**config.mk**
```make
export PLATFORM = sky130hd
export DESIGN_NAME = cis_sequencer
export DESIGN_NICKNAME = d
export VERILOG_FILES = /design/src/hw/cis_pkg.sv /design/src/hw/cis_flag_if.sv /design/src/hw/cis_flag_bank.sv /design/src/hw/cis_sequencer.sv
export SDC_FILE = /design/constraint.sdc
export NUM_CORES = 1
export LEC_CHECK = 0
export BUFFER_PORTS_ARGS = -buffer_cell sky130_fd_sc_hd__buf_2
export CAP_MARGIN = 20
export CORE_MARGIN = 3
export CORE_UTILIZATION = 49
export DETAILED_ROUTE_END_ITERATION = 16
export PLACE_DENSITY = 0.85
export SETUP_SLACK_MARGIN = 0.2
export SLEW_MARGIN = 20
export SYNTH_ARGS = -nofsm -noshare
export SYNTH_HDL_FRONTEND = slang
export SYNTH_SLANG_ARGS = --single-unit
```
**constraint.sdc**
```tcl
create_clock -name I_SYS_CLK -period 5.2 [get_ports I_SYS_CLK]
set_input_delay 0.26 -clock I_SYS_CLK [delete_from_list [all_inputs] [get_ports I_SYS_CLK]]
set_output_delay 0.26 -clock I_SYS_CLK [all_outputs]
set_load 0.01 [all_outputs]
```
**src/hw/cis_pkg.sv**
```systemverilog
package cis_pkg;

  // ----------------------------------------------------------------------------
  // Register map
  // ----------------------------------------------------------------------------
  localparam logic [11:0] OFS_IRQ_CONTROL_REG  = 12'h000;
  localparam logic [11:0] OFS_PERIPH_FLAG_REGS = 12'h004;
  localparam logic [11:0] OFS_PERIPH_EN_REGS   = 12'h008;
  localparam logic [11:0] OFS_CONFIG           = 12'h00C;
  localparam logic [11:0] OFS_STATUS           = 12'h010;
  localparam logic [11:0] OFS_SHADOW           = 12'h014;

  // ----------------------------------------------------------------------------
  // Control and configuration register fields
  // ----------------------------------------------------------------------------
  localparam int BIT_GLOBAL_IRQ_ENABLE       = 7;
  localparam int BIT_PERIPHERAL_GROUP_ENABLE = 6;
  localparam int BIT_CORE_EN_LSB             = 3;
  localparam int BIT_CORE_FLAG_LSB           = 0;
  localparam int CORE_SRC_NUM                = 3;
  localparam int CORE_IDX_TIMER              = 2;
  localparam int CORE_IDX_EXT_PIN            = 1;
  localparam int CORE_IDX_CHANGE             = 0;
  localparam int BIT_EXT_PIN_EDGE_SELECT     = 0;

  // ----------------------------------------------------------------------------
  // Reset values and timing
  // ----------------------------------------------------------------------------
  localparam logic [7:0]  RST_IRQ_CONTROL_REG  = 8'h00;
  localparam logic [7:0]  RST_PERIPH_EN_REGS   = 8'h00;
  localparam logic        RST_EDGE_SELECT      = 1'b1;
  localparam logic [14:0] IRQ_VECTOR           = 15'h0004;
  localparam logic [1:0]  PHASE_Q1             = 2'h0;
  localparam logic [1:0]  PHASE_Q4             = 2'h3;
  localparam int          PHASES_PER_CYCLE     = 4;
  localparam int          CLK_PERIOD_NS        = 20;
  localparam int          INSTR_CYCLE_TIME_NS  = PHASES_PER_CYCLE * CLK_PERIOD_NS;

  // Gray-coded entry sequence; one state per instruction cycle.
  typedef enum logic [1:0]
  {
    CIS_IDLE   = 2'b00,
    CIS_ENTER  = 2'b01,
    CIS_DWELL  = 2'b11,
    CIS_VECTOR = 2'b10
  } cis_state_t;

endpackage

```
**src/hw/cis_flag_if.sv**
```systemverilog
`timescale 1ns/100ps
interface cis_flag_if #(parameter int N = 8);
  logic [N-1:0] set;
  logic         wr_en;
  logic [N-1:0] wr_data;
  logic [N-1:0] flags;

  modport bank (input set, input wr_en, input wr_data, output flags);
  modport ctrl (output set, output wr_en, output wr_data, input flags);
endinterface

```
**src/hw/cis_flag_bank.sv**
```systemverilog
`timescale 1ns/100ps
module cis_flag_bank #(parameter int N = 8)
(
  // Clock and reset
  input  wire logic i_clk,
  input  wire logic i_rst_n,
  // Flag access
  cis_flag_if.bank  fl
);

  // A hardware set in the same cycle as a software write of zero wins.
  always_ff @(posedge i_clk or negedge i_rst_n)
  begin
    if (!i_rst_n)
      fl.flags <= '0;
    else if (fl.wr_en)
      fl.flags <= fl.wr_data | fl.set;
    else
      fl.flags <= fl.flags | fl.set;
  end

endmodule

```
**src/hw/cis_sequencer.sv**
```systemverilog
`timescale 1ns/100ps
module cis_sequencer #(parameter int PERIPH_NUM = 8)
(
  // Clock and reset
  input  wire logic                  I_SYS_CLK,
  input  wire logic                  I_RSTN,
  // APB slave
  input  wire logic                  I_PSEL,
  input  wire logic                  I_PENABLE,
  input  wire logic                  I_PWRITE,
  input  wire logic [11:0]           I_PADDR,
  input  wire logic [31:0]           I_PWDATA,
  output logic      [31:0]           O_PRDATA,
  output logic                       O_PREADY,
  output logic                       O_PSLVERR,
  // Interrupt sources
  input  wire logic                  I_TIMER_EVT,
  input  wire logic                  I_CHANGE_EVT,
  input  wire logic                  I_EXT_PIN,
  input  wire logic [PERIPH_NUM-1:0] I_PERIPH_EVT,
  // Processor core
  input  wire logic [14:0]           I_CPU_PC,
  input  wire logic [31:0]           I_CPU_CONTEXT,
  input  wire logic                  I_RETURN_INSTR,
  input  wire logic                  I_SLEEPING,
  output logic      [1:0]            O_Q_PHASE,
  output logic                       O_FLUSH,
  output logic                       O_PUSH,
  output logic      [14:0]           O_PUSH_PC,
  output logic                       O_LOAD_PC,
  output logic      [14:0]           O_NEW_PC,
  output logic                       O_POP,
  output logic                       O_RESTORE,
  output logic      [31:0]           O_RESTORE_CONTEXT,
  output logic                       O_WAKE
);

  // --------------------------------------------------------------------------
  // Reset release
  // --------------------------------------------------------------------------
  logic [1:0] rst_sync;
  logic       rst_n;

  always_ff @(posedge I_SYS_CLK or negedge I_RSTN)
  begin
    if (!I_RSTN)
      rst_sync <= 2'b00;
    else
      rst_sync <= {rst_sync[0], 1'b1};
  end

  assign rst_n = rst_sync[1];

  // --------------------------------------------------------------------------
  // Quarter phases
  // --------------------------------------------------------------------------
  logic [1:0] phase;
  logic       at_q1;
  logic       at_q4;

  always_ff @(posedge I_SYS_CLK or negedge rst_n)
  begin
    if (!rst_n)
      phase <= cis_pkg::PHASE_Q1;
    else
      phase <= phase + 2'h1;
  end

  assign at_q1 = (phase == cis_pkg::PHASE_Q1);
  assign at_q4 = (phase == cis_pkg::PHASE_Q4);

  // --------------------------------------------------------------------------
  // APB decode
  // --------------------------------------------------------------------------
  logic access;
  logic wr;
  logic hit_ctrl;
  logic hit_pflag;
  logic hit_pen;
  logic hit_cfg;
  logic hit_stat;
  logic hit_shadow;
  logic mapped;

  // One wait state: the answer comes on the second access-phase edge.
  assign access     = I_PSEL && I_PENABLE && !O_PREADY;
  assign wr         = access && I_PWRITE;
  assign hit_ctrl   = (I_PADDR == cis_pkg::OFS_IRQ_CONTROL_REG);
  assign hit_pflag  = (I_PADDR == cis_pkg::OFS_PERIPH_FLAG_REGS);
  assign hit_pen    = (I_PADDR == cis_pkg::OFS_PERIPH_EN_REGS);
  assign hit_cfg    = (I_PADDR == cis_pkg::OFS_CONFIG);
  assign hit_stat   = (I_PADDR == cis_pkg::OFS_STATUS);
  assign hit_shadow = (I_PADDR == cis_pkg::OFS_SHADOW);
  assign mapped     = hit_ctrl | hit_pflag | hit_pen | hit_cfg | hit_stat | hit_shadow;

  // --------------------------------------------------------------------------
  // Enables and configuration
  // --------------------------------------------------------------------------
  logic                               global_irq_enable;
  logic                               peripheral_group_enable;
  logic [cis_pkg::CORE_SRC_NUM-1:0]   core_en;
  logic [PERIPH_NUM-1:0]              peripheral_enable_regs;
  logic                               ext_pin_edge_select;
  cis_pkg::cis_state_t                state;
  logic                               enter;

  // Hardware clear on entry outranks a software write in the same cycle.
  always_ff @(posedge I_SYS_CLK or negedge rst_n)
  begin
    if (!rst_n)
      global_irq_enable <= cis_pkg::RST_IRQ_CONTROL_REG[cis_pkg::BIT_GLOBAL_IRQ_ENABLE];
    else if (enter)
      global_irq_enable <= 1'b0;
    else if (I_RETURN_INSTR)
      global_irq_enable <= 1'b1;
    else if (wr && hit_ctrl)
      global_irq_enable <= I_PWDATA[cis_pkg::BIT_GLOBAL_IRQ_ENABLE];
  end

  always_ff @(posedge I_SYS_CLK or negedge rst_n)
  begin
    if (!rst_n)
    begin
      peripheral_group_enable <=
        cis_pkg::RST_IRQ_CONTROL_REG[cis_pkg::BIT_PERIPHERAL_GROUP_ENABLE];
      core_en                 <= '0;
    end
    else if (wr && hit_ctrl)
    begin
      peripheral_group_enable <= I_PWDATA[cis_pkg::BIT_PERIPHERAL_GROUP_ENABLE];
      core_en <= I_PWDATA[cis_pkg::BIT_CORE_EN_LSB +: cis_pkg::CORE_SRC_NUM];
    end
  end

  always_ff @(posedge I_SYS_CLK or negedge rst_n)
  begin
    if (!rst_n)
      peripheral_enable_regs <= cis_pkg::RST_PERIPH_EN_REGS[PERIPH_NUM-1:0];
    else if (wr && hit_pen)
      peripheral_enable_regs <= I_PWDATA[PERIPH_NUM-1:0];
  end

  always_ff @(posedge I_SYS_CLK or negedge rst_n)
  begin
    if (!rst_n)
      ext_pin_edge_select <= cis_pkg::RST_EDGE_SELECT;
    else if (wr && hit_cfg)
      ext_pin_edge_select <= I_PWDATA[cis_pkg::BIT_EXT_PIN_EDGE_SELECT];
  end

  // --------------------------------------------------------------------------
  // External pin edge capture
  // --------------------------------------------------------------------------
  logic pin_d;
  logic pin_seen;
  logic pin_edge;
  logic edge_pending;
  logic ext_set;

  // No edge on the first sample after reset, since the pin may already rest high.
  assign pin_edge = pin_seen && (ext_pin_edge_select ? (I_EXT_PIN && !pin_d)
                                                     : (!I_EXT_PIN && pin_d));
  // The flag may only change during Q4 and Q1, so a captured edge waits there.
  assign ext_set  = (edge_pending || pin_edge) && (at_q4 || at_q1);

  always_ff @(posedge I_SYS_CLK or negedge rst_n)
  begin
    if (!rst_n)
    begin
      pin_d        <= 1'b0;
      pin_seen     <= 1'b0;
      edge_pending <= 1'b0;
    end
    else
    begin
      pin_d        <= I_EXT_PIN;
      pin_seen     <= 1'b1;
      edge_pending <= (edge_pending || pin_edge) && !ext_set;
    end
  end

  // --------------------------------------------------------------------------
  // Flags
  // --------------------------------------------------------------------------
  cis_flag_if #(.N(cis_pkg::CORE_SRC_NUM)) core_fl ();
  cis_flag_if #(.N(PERIPH_NUM))            periph_fl ();

  always_comb
  begin
    core_fl.set = '0;
    core_fl.set[cis_pkg::CORE_IDX_TIMER]   = I_TIMER_EVT;
    core_fl.set[cis_pkg::CORE_IDX_EXT_PIN] = ext_set;
    core_fl.set[cis_pkg::CORE_IDX_CHANGE]  = I_CHANGE_EVT;
  end

  assign core_fl.wr_en     = wr && hit_ctrl;
  assign core_fl.wr_data   = I_PWDATA[cis_pkg::BIT_CORE_FLAG_LSB +: cis_pkg::CORE_SRC_NUM];
  assign periph_fl.set     = I_PERIPH_EVT;
  assign periph_fl.wr_en   = wr && hit_pflag;
  assign periph_fl.wr_data = I_PWDATA[PERIPH_NUM-1:0];

  cis_flag_bank #(.N(cis_pkg::CORE_SRC_NUM)) u_core_flags
  (
    .i_clk   (I_SYS_CLK),
    .i_rst_n (rst_n),
    .fl      (core_fl)
  );

  cis_flag_bank #(.N(PERIPH_NUM)) u_periph_flags
  (
    .i_clk   (I_SYS_CLK),
    .i_rst_n (rst_n),
    .fl      (periph_fl)
  );

  // --------------------------------------------------------------------------
  // Request and wake
  // --------------------------------------------------------------------------
  logic enabled_any;
  logic req;
  logic sleep_d;
  logic wake_hold;

  assign enabled_any = |(core_fl.flags & core_en) ||
                       (peripheral_group_enable &&
                        |(periph_fl.flags & peripheral_enable_regs));
  assign req         = global_irq_enable && enabled_any;

  // After wake the next instruction runs for one full cycle before entry.
  always_ff @(posedge I_SYS_CLK or negedge rst_n)
  begin
    if (!rst_n)
    begin
      sleep_d   <= 1'b0;
      wake_hold <= 1'b0;
      O_WAKE    <= 1'b0;
    end
    else
    begin
      sleep_d <= I_SLEEPING;
      O_WAKE  <= I_SLEEPING && enabled_any && !O_WAKE;
      if (sleep_d && !I_SLEEPING)
        wake_hold <= 1'b1;
      else if (at_q1)
        wake_hold <= 1'b0;
    end
  end

  // --------------------------------------------------------------------------
  // Entry sequence
  // --------------------------------------------------------------------------
  // Sampling only at Q1 and always flushing keeps the latency fixed in
  // instruction cycles, whatever the length of the interrupted instruction.
  // The wake cycle itself is blocked too, before the hold flop has caught it.
  assign enter = at_q1 && (state == cis_pkg::CIS_IDLE) && req && !wake_hold
                 && !I_SLEEPING && !sleep_d;

  always_ff @(posedge I_SYS_CLK or negedge rst_n)
  begin
    if (!rst_n)
      state <= cis_pkg::CIS_IDLE;
    else if (enter)
      state <= cis_pkg::CIS_ENTER;
    else if (at_q1)
    begin
      case (state)
        cis_pkg::CIS_ENTER:  state <= cis_pkg::CIS_DWELL;
        cis_pkg::CIS_DWELL:  state <= cis_pkg::CIS_VECTOR;
        cis_pkg::CIS_VECTOR: state <= cis_pkg::CIS_IDLE;
        default:             state <= cis_pkg::CIS_IDLE;
      endcase
    end
  end

  always_ff @(posedge I_SYS_CLK or negedge rst_n)
  begin
    if (!rst_n)
    begin
      O_FLUSH   <= 1'b0;
      O_PUSH    <= 1'b0;
      O_PUSH_PC <= '0;
      O_LOAD_PC <= 1'b0;
      O_NEW_PC  <= '0;
    end
    else
    begin
      O_FLUSH   <= enter;
      O_PUSH    <= enter;
      O_LOAD_PC <= at_q1 && (state == cis_pkg::CIS_DWELL);
      if (enter)
        O_PUSH_PC <= I_CPU_PC;
      if (at_q1 && (state == cis_pkg::CIS_DWELL))
        O_NEW_PC <= cis_pkg::IRQ_VECTOR;
    end
  end

  // --------------------------------------------------------------------------
  // Context shadow and return
  // --------------------------------------------------------------------------
  logic [31:0] shadow;

  always_ff @(posedge I_SYS_CLK or negedge rst_n)
  begin
    if (!rst_n)
      shadow <= '0;
    else if (enter)
      shadow <= I_CPU_CONTEXT;
    else if (wr && hit_shadow)
      shadow <= I_PWDATA;
  end

  always_ff @(posedge I_SYS_CLK or negedge rst_n)
  begin
    if (!rst_n)
    begin
      O_POP             <= 1'b0;
      O_RESTORE         <= 1'b0;
      O_RESTORE_CONTEXT <= '0;
    end
    else
    begin
      O_POP     <= I_RETURN_INSTR;
      O_RESTORE <= I_RETURN_INSTR;
      if (I_RETURN_INSTR)
        O_RESTORE_CONTEXT <= shadow;
    end
  end

  always_ff @(posedge I_SYS_CLK or negedge rst_n)
  begin
    if (!rst_n)
      O_Q_PHASE <= cis_pkg::PHASE_Q1;
    else
      O_Q_PHASE <= phase + 2'h1;
  end

  // --------------------------------------------------------------------------
  // APB answer
  // --------------------------------------------------------------------------
  logic [31:0] next_prdata;

  always_comb
  begin
    next_prdata = '0;
    if (hit_ctrl)
      next_prdata[7:0] = {global_irq_enable, peripheral_group_enable, core_en,
                          core_fl.flags};
    else if (hit_pflag)
      next_prdata[PERIPH_NUM-1:0] = periph_fl.flags;
    else if (hit_pen)
      next_prdata[PERIPH_NUM-1:0] = peripheral_enable_regs;
    else if (hit_cfg)
      next_prdata[0] = ext_pin_edge_select;
    else if (hit_stat)
      next_prdata[5:0] = {wake_hold, req, state, phase};
    else if (hit_shadow)
      next_prdata = shadow;
  end

  always_ff @(posedge I_SYS_CLK or negedge rst_n)
  begin
    if (!rst_n)
    begin
      O_PREADY  <= 1'b0;
      O_PSLVERR <= 1'b0;
      O_PRDATA  <= '0;
    end
    else
    begin
      O_PREADY  <= access;
      O_PSLVERR <= access && !mapped;
      if (access && !I_PWRITE)
        O_PRDATA <= next_prdata;
    end
  end

endmodule

```
# [Word-level counts from Yosys, hierarchy flattened]
# Cells that the tools add are included.
[word_totals] out_inout_bits=104 wordCells=118 inputBits=109 register_bits=154
[classes] n_bitwise=11 n_reduce_logical=48 addsub=1 eq_ne=8 mux=24
[op_table] op="2-to-1 mux 32 bit" count=3
[op_table] op="2-to-1 mux 24 bit" count=3
[op_table] op="2-to-1 mux 8 bit" count=4
[op_table] op="2-to-1 mux 31 bit" count=1
[op_table] op="logical AND 1 bit" count=26
[op_table] op="2-to-1 mux 26 bit" count=1
[op_table] op="== test 12 x 4 -> 1 bit, second input constant" count=2
[op_table] op="== test 12 x 5 -> 1 bit, second input constant" count=2
[op_table] op="OR 8 bit" count=2
[op_table] op="== test 12 x 3 -> 1 bit, second input constant" count=1
[op_table] op="logical NOT 12 bit" count=1
[op_table] op="logical NOT 1 bit" count=10
[op_table] op="AND 8 bit" count=1
[op_table] op="OR reduction 8 bit" count=1
[op_table] op="2-to-1 mux 1 bit" count=7
[op_table] op="2-to-1 mux 6 bit" count=1
[op_table] op="OR 3 bit" count=2
[op_table] op="nonzero test 2 bit" count=3
[op_table] op="OR 1 bit" count=5
[op_table] op="== test 2 bit, second input constant" count=2
[op_table] op="logical NOT 2 bit" count=2
[op_table] op="2-to-1 mux 2 bit" count=2
[op_table] op="case mux 2 bit (2 select lines)" count=1
[op_table] op="AND 3 bit" count=1
[op_table] op="other kinds (6)" count=8

# [Logic depth before layout (Yosys ltp)]
[depth] word_depth=10 mapped_depth=8 ltp_nobuf=6

# [Cells and area by module]
# From an unflattened synthesis, not the netlist that was laid out.
[unflattened] cells_unflattened=578 hier_area_um2=6829.0
[by_module_without_submodules] module="cis_sequencer" cells_per_inst=544 instances=1 seq_area_each_um2=3579.7 area_per_inst_um2=6369.9
[by_module_without_submodules] module="cis_flag_bank (u_periph_flags)" cells_per_inst=25 instances=1 seq_area_each_um2=200.2 area_per_inst_um2=339.1
[by_module_without_submodules] module="cis_flag_bank (u_core_flags)" cells_per_inst=9 instances=1 seq_area_each_um2=75.1 area_per_inst_um2=120.1

# [Worst setup path after synthesis]
# Ideal clock, no wire load.
[synth_timing] kind="register to register" startpoint="reg, netlist name O_Q_PHASE[0]" endpoint="reg O_PUSH_PC[10]" period_less_slack_ns=2.091 required_time_ns=5.075 arrival_time_ns=1.966 slack_ns=3.109 n_path_buf=1 stages_incl_launch_ff=8 setup_time_ns=0.125 cell_sequence="dfrtp_1 inv_1 ha_1 nor2b_1 nand4_1 a21oi_2 buf_2 mux2_2"
[synth_rtl] item="to (signal assigned)" line="cis_sequencer.sv:281" text="O_PUSH_PC <= '0;"
[synth_rtl] item="to (signal assigned)" line="cis_sequencer.sv:291" text="O_PUSH_PC <= I_CPU_PC;"
[synth_rtl] item="to (decl)" line="cis_sequencer.sv:29" text="output logic [14:0] O_PUSH_PC,"

==> results.yml <==
hold_path:
  holdPathEnd: "u_periph_flags.fl.flags[3]$_DFF_PN0_"
  hold_path_depth: 2
  worstHoldStart: "I_PERIPH_EVT[3]"
  hold_path.class: "input port to flop"
global_routing:
  grt_first_pass_wirelength_um: 30500
  grt_max_degree: 73
  antenna_found_initial: 0
  first_global_vias: 5610
  grtUsageTotal_pct: 24.3
  overflow: 0
place:
  port_buffers: 198
  dpl.hpwl_um: 13000
  place_ws_ps: 2680
  dpl_cell_area_mm2: 0.00801
  gp_congestion: 0.879
clocking:
  cts_resized: 0
  cts-root-buf: "clkbuf_16"
  cts.sinks: 154
  cts.htree.levels: 4
  clk_latency_ps: 420
  cts_setup_buffers: 0
  cts_hold_buf: 3
  clk_transition_reported_paths_ps: 60
  cts_tree: "built"
  numCtsBuffers: 17
  cts_buffer_depth: 2
routing:
  routed_wirelength_um: 19500
  ant_nets: 0
  drc: 0
  avgRoutedWirePerCell_um: 19.2
  vias_per_cell: 5.95
  vias: 6032
  drtIter0Drc: 838
  first_pass_iters: 6
worst_setup_path:
  critical_path_class: "flop to flop"
  r2r_slack_ps: 2690
  path_max_fanout: 33
  rr_worst_depth: 7
  reg2reg_from: "O_Q_PHASE[0]$_DFF_PN0_"
  critPathLaunch: "O_Q_PHASE[0]$_DFF_PN0_"
  endpoint_kind: "flop"
  r2r_end: "O_PUSH_PC[5]$_DFFE_PN0P_"
  cp.arrival_ps: 2800
  startpoint_type: "flop"
  critPathRequiredTime_ps: 5490
pwr:
  comb_power_share_pct: 5.9
  pwr-share-seq_pct: 47.6
  p_leak_uw: 0.00439
  switchingPower_uw: 581
  clockPowerShare_pct: 46.5
  power_uw: 2580
  p_per_area_mw_per_mm2: 299
  switching_share_pct: 22.5
  ir_drop_mv: 0.203
  p_int_uw: 2000
sta:
  layout_setup_ws_ps: 2690
  min_period_ps: 2510
  rsz0062_at_grt: "false"
  hold_viol: 0
  fin_crit_sh_pct: 48.2
  drv_slew: 0
  max_slew_margin_pct: 38.5
  fin_skew_ps: 12.1
  setup_violations: 0
  fmax_mhz: 399
  tightest_slew_ps: 922
  fin_setup_tns_ps: 0
logic_synthesis:
  yosysSeqAreaShare_pct: 55.3
  ys.flop_type: "dfrtp_1"
  synth-compound-area-share_pct: 14.8
  synth_edf_count: 0
  yosysUniqueCellTypes: 49
  synth_simple_gate_area_share_pct: 14.1
  syn-cell-area_mm2: 0.00697
  postSynth.asyncResetShare_pct: 100
  ys_ff_latch: 154
  synth_top_family_by_area: "compound AO/OA/AOI/OAI gates"
  yosys_warnings: 0
  synthAdderAreaFrac_pct: 0.180
  syn_area_per_cell_um2: 10.7
  synthXorXnorAreaFrac_pct: 0
  netlist_instances: 650
  synthMuxAreaShare_pct: 10.2
floorplan:
  rows: 42
  fp.dieW_um: 125
  pin_count: 213
  dieArea_mm2: 0.0157
  chipHeight_um: 125
  start_util_pct: 51.4
  fp.coreArea_mm2: 0.0136
finish:
  most-common-layout-cells: "buf_2 (198), dfrtp_1 (152), nand2_1 (64)"
  synthToLayoutAreaGrowth_pct: 23.7
  n_antenna_cell: 0
  n_fill_cell: 1074
  drive_gt1_share_pct: 37.6
  fin_nets: 936
  final_common_cell: "buf_2"
  postLayoutCellArea_mm2: 0.00862
status:
  outcome: "complete, no violations"
run:
  maxCapViolCount: 0
==> registers in the layout (all words and copies together) (netlist names), 3 cells and up <==
signal	flops
O_PUSH_PC	15
peripheral_enable_regs	8
u_periph_flags.fl.flags	8
O_PRDATA	32
core_en	3
shadow	32
O_RESTORE_CONTEXT	32
u_core_flags.fl.flags	3
==> power by group through the flow <==
| stage | clock (uW) | sequential, uW | combinational, uW |
|---|---|---|---|
| after global routing | 1260 | 1230 | 165 |
| after CTS | 1210 | 1230 | 151 |
| after floorplan | 0 | 1260 | 65.1 |
| final | 1200 | 1230 | 151 |
| after global placement | 0 | 1250 | 147 |
| after detailed placement | 0 | 1250 | 148 |
==> metal layers <==
metal | up-vias | global-route usage, % | share of wire (%)
met3 | 18 | 6.01 | 8.9
met5 | - | 0 | 0
met1 | 2999 | 34.6 | 43
met4 | 0 | 6.63 | 0.92
met2 | 329 | 37.6 | 48
li1 | 2686 | - | -
==> worst max path at each step <==
stage                                                 to  slack [ps]  cells after the start
floorplan                            O_LOAD_PC$_DFF_PN0_         590                      0
global placement               O_PUSH_PC[14]$_DFFE_PN0P_        2740                      7
detailed placement                shadow[22]$_DFFE_PN0P_        2680                      5
CTS                               shadow[22]$_DFFE_PN0P_        2650                      5
global route        u_periph_flags.fl.flags[0]$_DFF_PN0_        2490                      5
finish                          O_PUSH_PC[5]$_DFFE_PN0P_        2690                      7
==> layout make-up <==
class	count	area, um^2	area share, %
clock buffers	24	512	5.94
clock inverters	6	62.6	0.726
inverters	9	33.8	0.392
multi-input cells	431	2820	32.7
flip-flops and latches	154	3860	44.8
well taps	176	220	2.55
repair buffers	213	1110	12.9
==> cell usage after synthesis, types with 2 or more instances <==
master | n | share of area (%)
dfrtp_1 | 153 | 55
nand2_1 | 64 | 3.4
mux2_2 | 62 | 10
nand3_1 | 61 | 4.4
o21ai_0 | 50 | 3.6
clkbuf_1 | 44 | 2.4
a211oi_1 | 33 | 3.6
a31oi_1 | 33 | 3.0
buf_4 | 16 | 1.7
a21oi_1 | 13 | 0.93
a211o_1 | 11 | 1.4
a22oi_1 | 9 | 0.97
and3_1 | 9 | 0.81
inv_1 | 9 | 0.48
nor2b_1 | 9 | 0.81
nand2b_1 | 8 | 0.72
nor2_1 | 8 | 0.43
nor3_1 | 6 | 0.43
buf_1 | 5 | 0.27
buf_2 | 4 | 0.29
nand3b_1 | 4 | 0.43
nand4_1 | 4 | 0.36
o22ai_1 | 3 | 0.27
a2111oi_0 | 2 | 0.25
and4_1 | 2 | 0.25
conb_1 | 2 | 0.11
nor4_1 | 2 | 0.18
nor4bb_1 | 2 | 0.29
or2_2 | 2 | 0.18
==> critical path, stage by stage (launching register included) <==
cell,delay (ps)
dfrtp_1,400
inv_1,80
ha_1,220
nor2b_1,180
nand4_1,120
buf_4,270
a21oi_2,680
mux2_2,420
==> through the flow <==
step | util, % | instances | hold WS [ps]
2_1_floorplan | - | 664 | -35.6
4_1_cts | 63.6 | 1013 | 14.3
3_3_place_gp | 59.1 | 980 | 47.3
5_1_grt | 63.6 | 1013 | 26.6
3_5_place_dp | 59.1 | 980 | 47.1
6_report | 63.6 | 1013 | 35.2
==> logic make-up after synthesis <==
family,Yosys count
and+or+nand+nor,190
AOI/OAI and AO/OA,161
adders and majority gates,1
DFF,154
other,2
buffers and inverters,79
muxes,63
Power figures use the tool's default switching activity.
